[config.mk]
export PLATFORM = sky130hd
export DESIGN_NAME = ssp_bank
export DESIGN_NICKNAME = d
export VERILOG_FILES = /design/src/logic/ssp_pkg.sv /design/src/logic/ssp_bank.sv
export SDC_FILE = /design/constraint.sdc
export NUM_CORES = 1
export LEC_CHECK = 0
export BUFFER_PORTS_ARGS = -buffer_cell sky130_fd_sc_hd__buf_2
export CORE_MARGIN = 2
export CORE_UTILIZATION = 29
export DETAILED_ROUTE_END_ITERATION = 8
export GPL_ROUTABILITY_DRIVEN = 0
export PLACE_DENSITY = 0.49
export SYNTH_ARGS = -nofsm -noshare
export SYNTH_HDL_FRONTEND = slang
export SYNTH_SLANG_ARGS = --single-unit
[constraint.sdc]
create_clock -name clk -period 2.2 [get_ports clk]
set_clock_uncertainty 0.15 [all_clocks]
set_input_delay 0.44 -clock clk [delete_from_list [all_inputs] [get_ports clk]]
set_output_delay 0.44 -clock clk [all_outputs]
set_load 0.02 [all_outputs]
[src/logic/ssp_pkg.sv]
package ssp_pkg;
  // ---------------------------------------------------------------
  // register offsets (word index on the plain register port)
  // ---------------------------------------------------------------
  localparam logic [3:0] SSP_OFF_MODE = 4'h0;
  localparam logic [3:0] SSP_OFF_DRIVE = 4'h1;
  localparam logic [3:0] SSP_OFF_ENTRY = 4'h2;
  localparam logic [3:0] SSP_OFF_LOOP = 4'h3;
  localparam logic [3:0] SSP_OFF_NODE = 4'h4;
  localparam logic [3:0] SSP_OFF_RATE = 4'h5;
  localparam logic [3:0] SSP_OFF_FRAME = 4'h6;
  localparam logic [3:0] SSP_OFF_LDIR = 4'h7;
  localparam logic [3:0] SSP_OFF_CDIR = 4'h8;
  localparam logic [3:0] SSP_OFF_COFS = 4'h9;
  localparam logic [3:0] SSP_OFF_CGAIN = 4'hA;
  localparam logic [3:0] SSP_OFF_TOFS = 4'hB;
  localparam logic [3:0] SSP_OFF_FGAIN = 4'hC;
  // ---------------------------------------------------------------
  // reset values
  // ---------------------------------------------------------------
  localparam logic [1:0] SSP_RST_MODE = 2'h1;
  localparam logic [1:0] SSP_RST_DRIVE = 2'h1;
  localparam logic SSP_RST_ENTRY = 1'b0;
  localparam logic SSP_RST_LOOP = 1'b1;
  localparam logic SSP_RST_DIR = 1'b0;
  localparam logic [6:0] SSP_RST_NODE = 7'h0B;
  localparam logic [2:0] SSP_RST_RATE = 3'h0;
  localparam logic [3:0] SSP_RST_FRAME = 4'h0;
  localparam logic [7:0] SSP_RST_OFS = 8'h00;
  localparam logic [15:0] SSP_RST_CGAIN = 16'h0000;
  localparam logic [19:0] SSP_RST_FGAIN = 20'h00000;
  // ---------------------------------------------------------------
  // legal ranges
  // ---------------------------------------------------------------
  localparam logic [6:0] SSP_NODE_MIN = 7'h0B;
  localparam logic [6:0] SSP_NODE_MAX = 7'h63;
  localparam logic [2:0] SSP_RATE_MAX = 3'h6;
  localparam logic [3:0] SSP_FRAME_MAX = 4'h9;
  localparam logic signed [7:0] SSP_OFS_MIN = 8'sh9D;
  localparam logic signed [7:0] SSP_OFS_MAX = 8'sh63;
  localparam logic [19:0] SSP_FGAIN_MAX = 20'hF423F;
  localparam logic [1:0] SSP_MODE_LEN = 2'h1;
  localparam logic [1:0] SSP_MODE_MARK = 2'h2;
  localparam logic [1:0] SSP_DRV_4Q = 2'h1;
  localparam logic [1:0] SSP_DRV_1Q = 2'h2;
  // ---------------------------------------------------------------
  // decoded settings carried to the rest of the controller
  // ---------------------------------------------------------------
  typedef enum logic [1:0] {SSP_PAR_EVEN, SSP_PAR_ODD, SSP_PAR_NONE}
    ssp_parity_e;
  typedef struct packed {
    logic eight_bits;
    ssp_parity_e parity;
    logic two_stop;
  } ssp_frame_s;
  typedef struct packed {
    logic mark_mode;
    logic four_quadrant;
    logic binary_entry;
    logic loop_on;
    logic line_ccw;
    logic carriage_ccw;
  } ssp_ctrl_s;
endpackage

[src/logic/ssp_bank.sv]
// Implementation choices: strobed register access and the register addresses.
`timescale 1ns/1ps
module ssp_bank (
  input wire logic clk,
  input wire logic sys_rst,
  input wire logic [3:0] reg_addr,
  input wire logic [31:0] reg_wdata,
  input wire logic reg_wr,
  input wire logic reg_rd,
  output logic [31:0] reg_rdata,
  output ssp_pkg::ssp_ctrl_s ctrl,
  output ssp_pkg::ssp_frame_s frame,
  output logic [6:0] node_number,
  output logic [17:0] baud_rate,
  output logic signed [7:0] corr_offset_mv,
  output logic [15:0] corr_gain,
  output logic signed [7:0] total_offset_mv,
  output logic [19:0] ff_gain
);
  import ssp_pkg::*;

  // ---------------------------------------------------------------
  // setting storage
  // ---------------------------------------------------------------
  logic [1:0] mode_q, mode_d;
  logic [1:0] drive_q, drive_d;
  logic entry_q, entry_d;
  logic loop_q, loop_d;
  logic [6:0] node_q, node_d;
  logic [2:0] rate_q, rate_d;
  logic [3:0] frame_q, frame_d;
  logic ldir_q, ldir_d;
  logic cdir_q, cdir_d;
  logic [7:0] cofs_q, cofs_d;
  logic [15:0] cgain_q, cgain_d;
  logic [7:0] tofs_q, tofs_d;
  logic [19:0] fgain_q, fgain_d;
  logic [31:0] rdata_q, rdata_d;
  logic signed [7:0] wofs;
  logic ok_mode;
  logic ok_drive;
  logic ok_bit;
  logic ok_node;
  logic ok_rate;
  logic ok_frame;
  logic ok_ofs;
  logic ok_cgain;
  logic ok_fgain;
  ssp_ctrl_s ctrl_q, ctrl_d;
  ssp_frame_s fdec_q, fdec_d;
  logic [17:0] baud_q, baud_d;

  // ---------------------------------------------------------------
  // write legality: any bit above the field width makes a code illegal, except sign copies above an offset
  // ---------------------------------------------------------------
  always_comb begin
    wofs = reg_wdata[7:0];
    ok_mode = (reg_wdata == {30'h0, SSP_MODE_LEN}) ||
      (reg_wdata == {30'h0, SSP_MODE_MARK});
    ok_drive = (reg_wdata == {30'h0, SSP_DRV_4Q}) ||
      (reg_wdata == {30'h0, SSP_DRV_1Q});
    ok_bit = (reg_wdata[31:1] == 31'h0);
    ok_node = (reg_wdata[31:7] == 25'h0) &&
      (reg_wdata[6:0] >= SSP_NODE_MIN) && (reg_wdata[6:0] <= SSP_NODE_MAX);
    ok_rate = (reg_wdata[31:3] == 29'h0) && (reg_wdata[2:0] <= SSP_RATE_MAX);
    ok_frame = (reg_wdata[31:4] == 28'h0) &&
      (reg_wdata[3:0] <= SSP_FRAME_MAX);
    // offsets are sign-extended 8-bit values in the low byte
    ok_ofs = (reg_wdata[31:8] == {24{reg_wdata[7]}}) &&
      (wofs >= SSP_OFS_MIN) && (wofs <= SSP_OFS_MAX);
    ok_cgain = (reg_wdata[31:16] == 16'h0);
    // gain above the top of its range is refused, not clipped
    ok_fgain = (reg_wdata[31:20] == 12'h0) &&
      (reg_wdata[19:0] <= SSP_FGAIN_MAX);
  end

  // ---------------------------------------------------------------
  // next values: a write lands only when its code is legal
  // ---------------------------------------------------------------
  always_comb begin
    mode_d = mode_q;
    drive_d = drive_q;
    entry_d = entry_q;
    loop_d = loop_q;
    node_d = node_q;
    rate_d = rate_q;
    frame_d = frame_q;
    ldir_d = ldir_q;
    cdir_d = cdir_q;
    cofs_d = cofs_q;
    cgain_d = cgain_q;
    tofs_d = tofs_q;
    fgain_d = fgain_q;
    if (reg_wr) begin
      if (reg_addr == SSP_OFF_MODE) begin
        if (ok_mode) begin
          mode_d = reg_wdata[1:0];
        end
      end else if (reg_addr == SSP_OFF_DRIVE) begin
        if (ok_drive) begin
          drive_d = reg_wdata[1:0];
        end
      end else if (reg_addr == SSP_OFF_ENTRY) begin
        if (ok_bit) begin
          entry_d = reg_wdata[0];
        end
      end else if (reg_addr == SSP_OFF_LOOP) begin
        if (ok_bit) begin
          loop_d = reg_wdata[0];
        end
      end else if (reg_addr == SSP_OFF_NODE) begin
        if (ok_node) begin
          node_d = reg_wdata[6:0];
        end
      end else if (reg_addr == SSP_OFF_RATE) begin
        if (ok_rate) begin
          rate_d = reg_wdata[2:0];
        end
      end else if (reg_addr == SSP_OFF_FRAME) begin
        if (ok_frame) begin
          frame_d = reg_wdata[3:0];
        end
      end else if (reg_addr == SSP_OFF_LDIR) begin
        if (ok_bit) begin
          ldir_d = reg_wdata[0];
        end
      end else if (reg_addr == SSP_OFF_CDIR) begin
        if (ok_bit) begin
          cdir_d = reg_wdata[0];
        end
      end else if (reg_addr == SSP_OFF_COFS) begin
        if (ok_ofs) begin
          cofs_d = reg_wdata[7:0];
        end
      end else if (reg_addr == SSP_OFF_CGAIN) begin
        if (ok_cgain) begin
          cgain_d = reg_wdata[15:0];
        end
      end else if (reg_addr == SSP_OFF_TOFS) begin
        if (ok_ofs) begin
          tofs_d = reg_wdata[7:0];
        end
      end else if (reg_addr == SSP_OFF_FGAIN) begin
        if (ok_fgain) begin
          fgain_d = reg_wdata[19:0];
        end
      end
    end
  end

  // ---------------------------------------------------------------
  // setting registers, loaded with the factory values by reset
  // ---------------------------------------------------------------
  always_ff @(posedge clk) begin
    if (sys_rst) begin
      mode_q <= SSP_RST_MODE;
      drive_q <= SSP_RST_DRIVE;
      entry_q <= SSP_RST_ENTRY;
      loop_q <= SSP_RST_LOOP;
      node_q <= SSP_RST_NODE;
      rate_q <= SSP_RST_RATE;
      frame_q <= SSP_RST_FRAME;
      ldir_q <= SSP_RST_DIR;
      cdir_q <= SSP_RST_DIR;
      cofs_q <= SSP_RST_OFS;
      cgain_q <= SSP_RST_CGAIN;
      tofs_q <= SSP_RST_OFS;
      fgain_q <= SSP_RST_FGAIN;
    end else begin
      mode_q <= mode_d;
      drive_q <= drive_d;
      entry_q <= entry_d;
      loop_q <= loop_d;
      node_q <= node_d;
      rate_q <= rate_d;
      frame_q <= frame_d;
      ldir_q <= ldir_d;
      cdir_q <= cdir_d;
      cofs_q <= cofs_d;
      cgain_q <= cgain_d;
      tofs_q <= tofs_d;
      fgain_q <= fgain_d;
    end
  end

  // ---------------------------------------------------------------
  // read port: data valid only in the cycle after the strobe
  // ---------------------------------------------------------------
  always_comb begin
    rdata_d = 32'h0;
    if (reg_rd) begin
      if (reg_addr == SSP_OFF_MODE) begin
        rdata_d = {30'h0, mode_q};
      end else if (reg_addr == SSP_OFF_DRIVE) begin
        rdata_d = {30'h0, drive_q};
      end else if (reg_addr == SSP_OFF_ENTRY) begin
        rdata_d = {31'h0, entry_q};
      end else if (reg_addr == SSP_OFF_LOOP) begin
        rdata_d = {31'h0, loop_q};
      end else if (reg_addr == SSP_OFF_NODE) begin
        rdata_d = {25'h0, node_q};
      end else if (reg_addr == SSP_OFF_RATE) begin
        rdata_d = {29'h0, rate_q};
      end else if (reg_addr == SSP_OFF_FRAME) begin
        rdata_d = {28'h0, frame_q};
      end else if (reg_addr == SSP_OFF_LDIR) begin
        rdata_d = {31'h0, ldir_q};
      end else if (reg_addr == SSP_OFF_CDIR) begin
        rdata_d = {31'h0, cdir_q};
      end else if (reg_addr == SSP_OFF_COFS) begin
        rdata_d = {{24{cofs_q[7]}}, cofs_q};
      end else if (reg_addr == SSP_OFF_CGAIN) begin
        rdata_d = {16'h0, cgain_q};
      end else if (reg_addr == SSP_OFF_TOFS) begin
        rdata_d = {{24{tofs_q[7]}}, tofs_q};
      end else if (reg_addr == SSP_OFF_FGAIN) begin
        rdata_d = {12'h0, fgain_q};
      end
    end
  end

  always_ff @(posedge clk) begin
    if (sys_rst) begin
      rdata_q <= 32'h0;
    end else begin
      rdata_q <= rdata_d;
    end
  end

  // ---------------------------------------------------------------
  // decoded settings, worked out from the next values so that they
  // change at the same edge as the registers they come from
  // ---------------------------------------------------------------
  function automatic ssp_ctrl_s dec_ctrl(
    input logic [1:0] mode,
    input logic [1:0] drive,
    input logic entry,
    input logic loop,
    input logic ldir,
    input logic cdir
  );
    ssp_ctrl_s c;
    c.mark_mode = (mode == SSP_MODE_MARK);
    c.four_quadrant = (drive == SSP_DRV_4Q);
    c.binary_entry = entry;
    c.loop_on = loop;
    c.line_ccw = ldir;
    c.carriage_ccw = cdir;
    return c;
  endfunction

  function automatic ssp_frame_s dec_frame(
    input logic [3:0] code
  );
    ssp_frame_s f;
    // codes 0..5 are seven bits, parity pairs e/o/n with 1 then 2 stops
    f.eight_bits = (code >= 4'h6);
    f.two_stop = 1'b0;
    f.parity = SSP_PAR_NONE;
    case (code)
      4'h0: f.parity = SSP_PAR_EVEN;
      4'h1: begin
        f.parity = SSP_PAR_EVEN;
        f.two_stop = 1'b1;
      end
      4'h2: f.parity = SSP_PAR_ODD;
      4'h3: begin
        f.parity = SSP_PAR_ODD;
        f.two_stop = 1'b1;
      end
      4'h4: f.parity = SSP_PAR_NONE;
      4'h5: f.two_stop = 1'b1;
      4'h6: f.parity = SSP_PAR_EVEN;
      4'h7: begin
        f.parity = SSP_PAR_ODD;
        f.two_stop = 1'b1;
      end
      4'h8: f.parity = SSP_PAR_NONE;
      4'h9: f.two_stop = 1'b1;
      default: f.parity = SSP_PAR_NONE;
    endcase
    return f;
  endfunction

  function automatic logic [17:0] dec_baud(
    input logic [2:0] code
  );
    logic [17:0] b;
    case (code)
      3'h0: b = 18'h02580;
      3'h1: b = 18'h012C0;
      3'h2: b = 18'h00960;
      3'h3: b = 18'h004B0;
      3'h4: b = 18'h00258;
      3'h5: b = 18'h04B00;
      // code 7 never reaches the register, so 6 takes the rest
      default: b = 18'h09600;
    endcase
    return b;
  endfunction

  always_comb begin
    ctrl_d = dec_ctrl(mode_d, drive_d, entry_d, loop_d, ldir_d, cdir_d);
    fdec_d = dec_frame(frame_d);
    baud_d = dec_baud(rate_d);
  end

  // reset loads the decode of the factory values, so no step follows it
  always_ff @(posedge clk) begin
    if (sys_rst) begin
      ctrl_q <= dec_ctrl(SSP_RST_MODE, SSP_RST_DRIVE, SSP_RST_ENTRY,
        SSP_RST_LOOP, SSP_RST_DIR, SSP_RST_DIR);
      fdec_q <= dec_frame(SSP_RST_FRAME);
      baud_q <= dec_baud(SSP_RST_RATE);
    end else begin
      ctrl_q <= ctrl_d;
      fdec_q <= fdec_d;
      baud_q <= baud_d;
    end
  end

  // ---------------------------------------------------------------
  // outputs
  // ---------------------------------------------------------------
  assign reg_rdata = rdata_q;
  assign ctrl = ctrl_q;
  assign frame = fdec_q;
  assign baud_rate = baud_q;
  assign node_number = node_q;
  assign corr_offset_mv = cofs_q;
  assign corr_gain = cgain_q;
  assign total_offset_mv = tofs_q;
  assign ff_gain = fgain_q;
endmodule

==> metrics.md <==
| Metric | Value |
|---|---|
| I/O pin count | `159` |
| TritonCTS clock tree | `built` |
| HP Class | `in2reg` |
| Syn_area_per_cell | `between 8 and 9 um2` |
| Hold Fails Final Rpt | `0` |
| Initial core utilization | `0.294` |
| Root Driver | `clkbuf_16` |
| CP startpoint kind | `primary input` |
| Fin util | `0.402` |
| Top fanout value on the critical path | `8` |
| Final setup TNS | `0 ns` |
| Min Tclk post-route | `around 2 ns` |
| Filler cells | `slightly above 2000` |
| Final setup fails | `0` |
| DRC Markers | `0` |
| Longest Clk Path Bufs | `2` |
| Share of cells above drive strength 1 | `0.348` |
| DP HPWL | `14400 um` |
| CP peak stage delay | `about 0.4 ns` |
| Status | `finished clean` |
| Fmax | `just under 500 MHz` |
| CTS buffer count | `17` |
| Vias after detailed routing | `about 5600` |
| Std-Cell Rows | `51` |
| Die Span Y | `approximately 140 um` |
| Core box area | `19300 um2` |
| YS warnings | `0` |
| Post-DR wirelength/cell | `between 15 and 20 um` |
| Vias in the first global route | `roughly 5300` |
| Critical path type | `in2reg` |
| 1st-pass router iterations | `4` |
| FFs w/ async S/R, synth | `0` |
| Maximum VDD drop | `roughly 0.39 mV` |
| I/O Buffers | `between 150 and 200` |
| Die area | `between 20000 and 25000 um2` |
| Clk_lat worst skew | `~0.42 ns` |
| CP Capture Type | `register` |
| Post-DR vias/cell | `approximately 4.8` |
| Slew @ Worst Pin | `between 0.5 and 0.6 ns` |
| Largest net degree at the start of global routing | `35` |
| Pleak | `~3.4 nW` |
| Fin crit share | `0.916` |
| Grt total ovfl | `0` |
| Total global-route track usage | `0.190` |
| Critical-path top delay cell | `nor4_2` |
| Worst Hold Slack | `between 0.15 and 0.2 ns` |
| Die width | `around 140 um` |
| Power density cells | `677 nW/um2` |
| CTS sink cnt | `114` |
| DR iter-0 viols | `~260` |
| Clock transition at path regs | `~0.05 ns` |
| Dpl cells | `1132` |
| RSZ-0062 raised after global routing | `false` |
| Yosys reg bits | `114` |
| Cell family with most CP delay | `simple AND/OR/NAND/NOR gates` |
| Hold-fix buffers, CTS | `0` |
| EDFF count, synth | `0` |
| Final Net Count | `between 900 and 1000` |
| CP cell instances | `buf_2 > nor4_2 > and4_1 > nor3b_4 > o2111a_1 > buf_12 > mux2i_1` |
| Layout Cells excl Fill | `approximately 1200` |
| Worst Path Required | `2.40 ns` |
| DRT Wirelength | `19300 um` |
| Max-cap viol count | `0` |
| Cell area after synthesis | `~5700 um2` |
| Post-synthesis sequential area ratio | `0.403` |
| Htree depth | `4` |
| Leading register cell type out of synthesis | `dfxtp_1` |
| Initial antenna violation count | `0` |
| Layout area overhead | `36.9%` |
| CP arrival | `approximately 2.2 ns` |
| Post-CTS Setup Inserts | `0` |
| Final Max Slew Viols | `0` |
| First-pass GRT wire length | `about 30000 um` |
| Cells after Synth | `a little under 700` |
| Final ANT Viol Nets | `0` |
| Total Power | `about 5.2 mW` |
| Number of distinct library cells after synthesis | `66` |
| Cts repair resizes | `0` |
| Max-slew headroom | `0.660` |
| CP Buf/Inv Count | `2` |
## worst reg2reg max path: cells and delay by family, from the launching register on
| kind | cells | cell delay (ns) |
|---|---|---|
| and+or+nand+nor | 1 | 0.07 |
| AOI/OAI and AO/OA | 3 | 0.78 |
| buffers and inverters | 1 | 0.19 |
| DFF | 1 | 0.58 |
## state kept, by name, indices dropped and copies added, names as in the netlist
register         count
ff_gain             20
ctrl                 6
frame_q              4
mode_q               2
frame                4
reg_rdata           21
rate_q               3
node_number          7
corr_gain           16
baud_rate           13
total_offset_mv      8
corr_offset_mv       8
drive_q              2
## area by class of cell
cell class | count | area (um2) | share of cell area
multi-input combinational | 487 | 2920 | 0.377
sequential | 114 | 2280 | 0.295
timing repair buffer | 251 | 1580 | 0.204
clock buffer | 22 | 444 | 0.0573
tap | 265 | 332 | 0.0428
clock inverter | 10 | 135 | 0.0174
inverter | 15 | 56.3 | 0.00727
antenna | 1 | 2.50 | 0.000323
## metal layers
layer | global-route usage | vias up | part of all wire
met5 | 0 | - | 0
met4 | 0.0759 | 0 | 0.024
met3 | 0.0350 | 33 | 0.044
met2 | 0.295 | 155 | 0.46
met1 | 0.259 | 2618 | 0.47
li1 | - | 2790 | -
## power breakdown
group	internal (mW)	leakage (nW)	switching, mW
clock	1.77	0.282	0.989
sequential	2.07	0.919	0.000959
combinational	0.160	2.19	0.254
## synthesized netlist by cell type (all sizes together) (13+ instances only)
| master | instances | area, um2 |
|---|---|---|
| nor3 | 14 | 70.1 |
| nand3 | 13 | 65.1 |
| nand2 | 126 | 473 |
| a21oi | 77 | 389 |
| nand4 | 15 | 100 |
| clkbuf | 29 | 110 |
| mux2i | 36 | 360 |
| o21ai | 19 | 95.1 |
| dfxtp | 114 | 2280 |
| buf | 46 | 310 |
| nor2 | 46 | 173 |
| inv | 15 | 56.3 |
| nor4 | 13 | 151 |
## worst paths after layout
check / startpoint / end / slack, ns / cells past startpoint
worst min-delay path: reg_wdata[18] / ff_gain[18]$_SDFFE_PP0P_ / 0.16 / 3
worst max-delay path: reg_wdata[29] / corr_offset_mv[4]$_SDFFE_PP0P_ / 0.18 / 7
worst min register to register: drive_q[0]$_SDFF_PP1_ / drive_q[0]$_SDFF_PP1_ / 0.32 / 2
worst max register to register: rate_q[1]$_SDFF_PP0_ / reg_rdata[1]$_SDFF_PP0_ / 0.38 / 5
## cells by family after synthesis
kind of cell / count (synthesis) / share of synthesized area
AND/OR/NAND/NOR: 282 / 0.252
AO/OA/AOI/OAI: 157 / 0.179
flip-flops: 114 / 0.403
buffers and inverters: 90 / 0.0843
multiplexers: 40 / 0.0756
XOR/XNOR: 2 / 0.00310
adder cells (fa/ha/maj): 1 / 0.00221
other: 1 / 0.000663
## per-stage QoR
stage	cell area, um2	worst slack [ns]
2_1_floorplan	5670	0.0662
3_3_place_gp	7160	-0.225
3_5_place_dp	7160	-0.243
4_1_cts	7740	0.183
5_1_grt	7740	0.0957
6_report	7750	0.184
## cell usage in the layout, fill, tap and decap left out, types with 7 or more instances in the layout
master / count
a21oi_1: 76
buf_2: 153
buf_4: 92
clkbuf_16: 17
dfxtp_1: 114
inv_1: 15
mux2i_1: 36
nand2_1: 126
nand2b_1: 7
nand3_1: 13
nand4_1: 14
nor2_1: 46
nor2b_1: 11
nor3_1: 13
o21ai_0: 18
or2_2: 7
No activity file was read; power rests on OpenSTA's default activity.
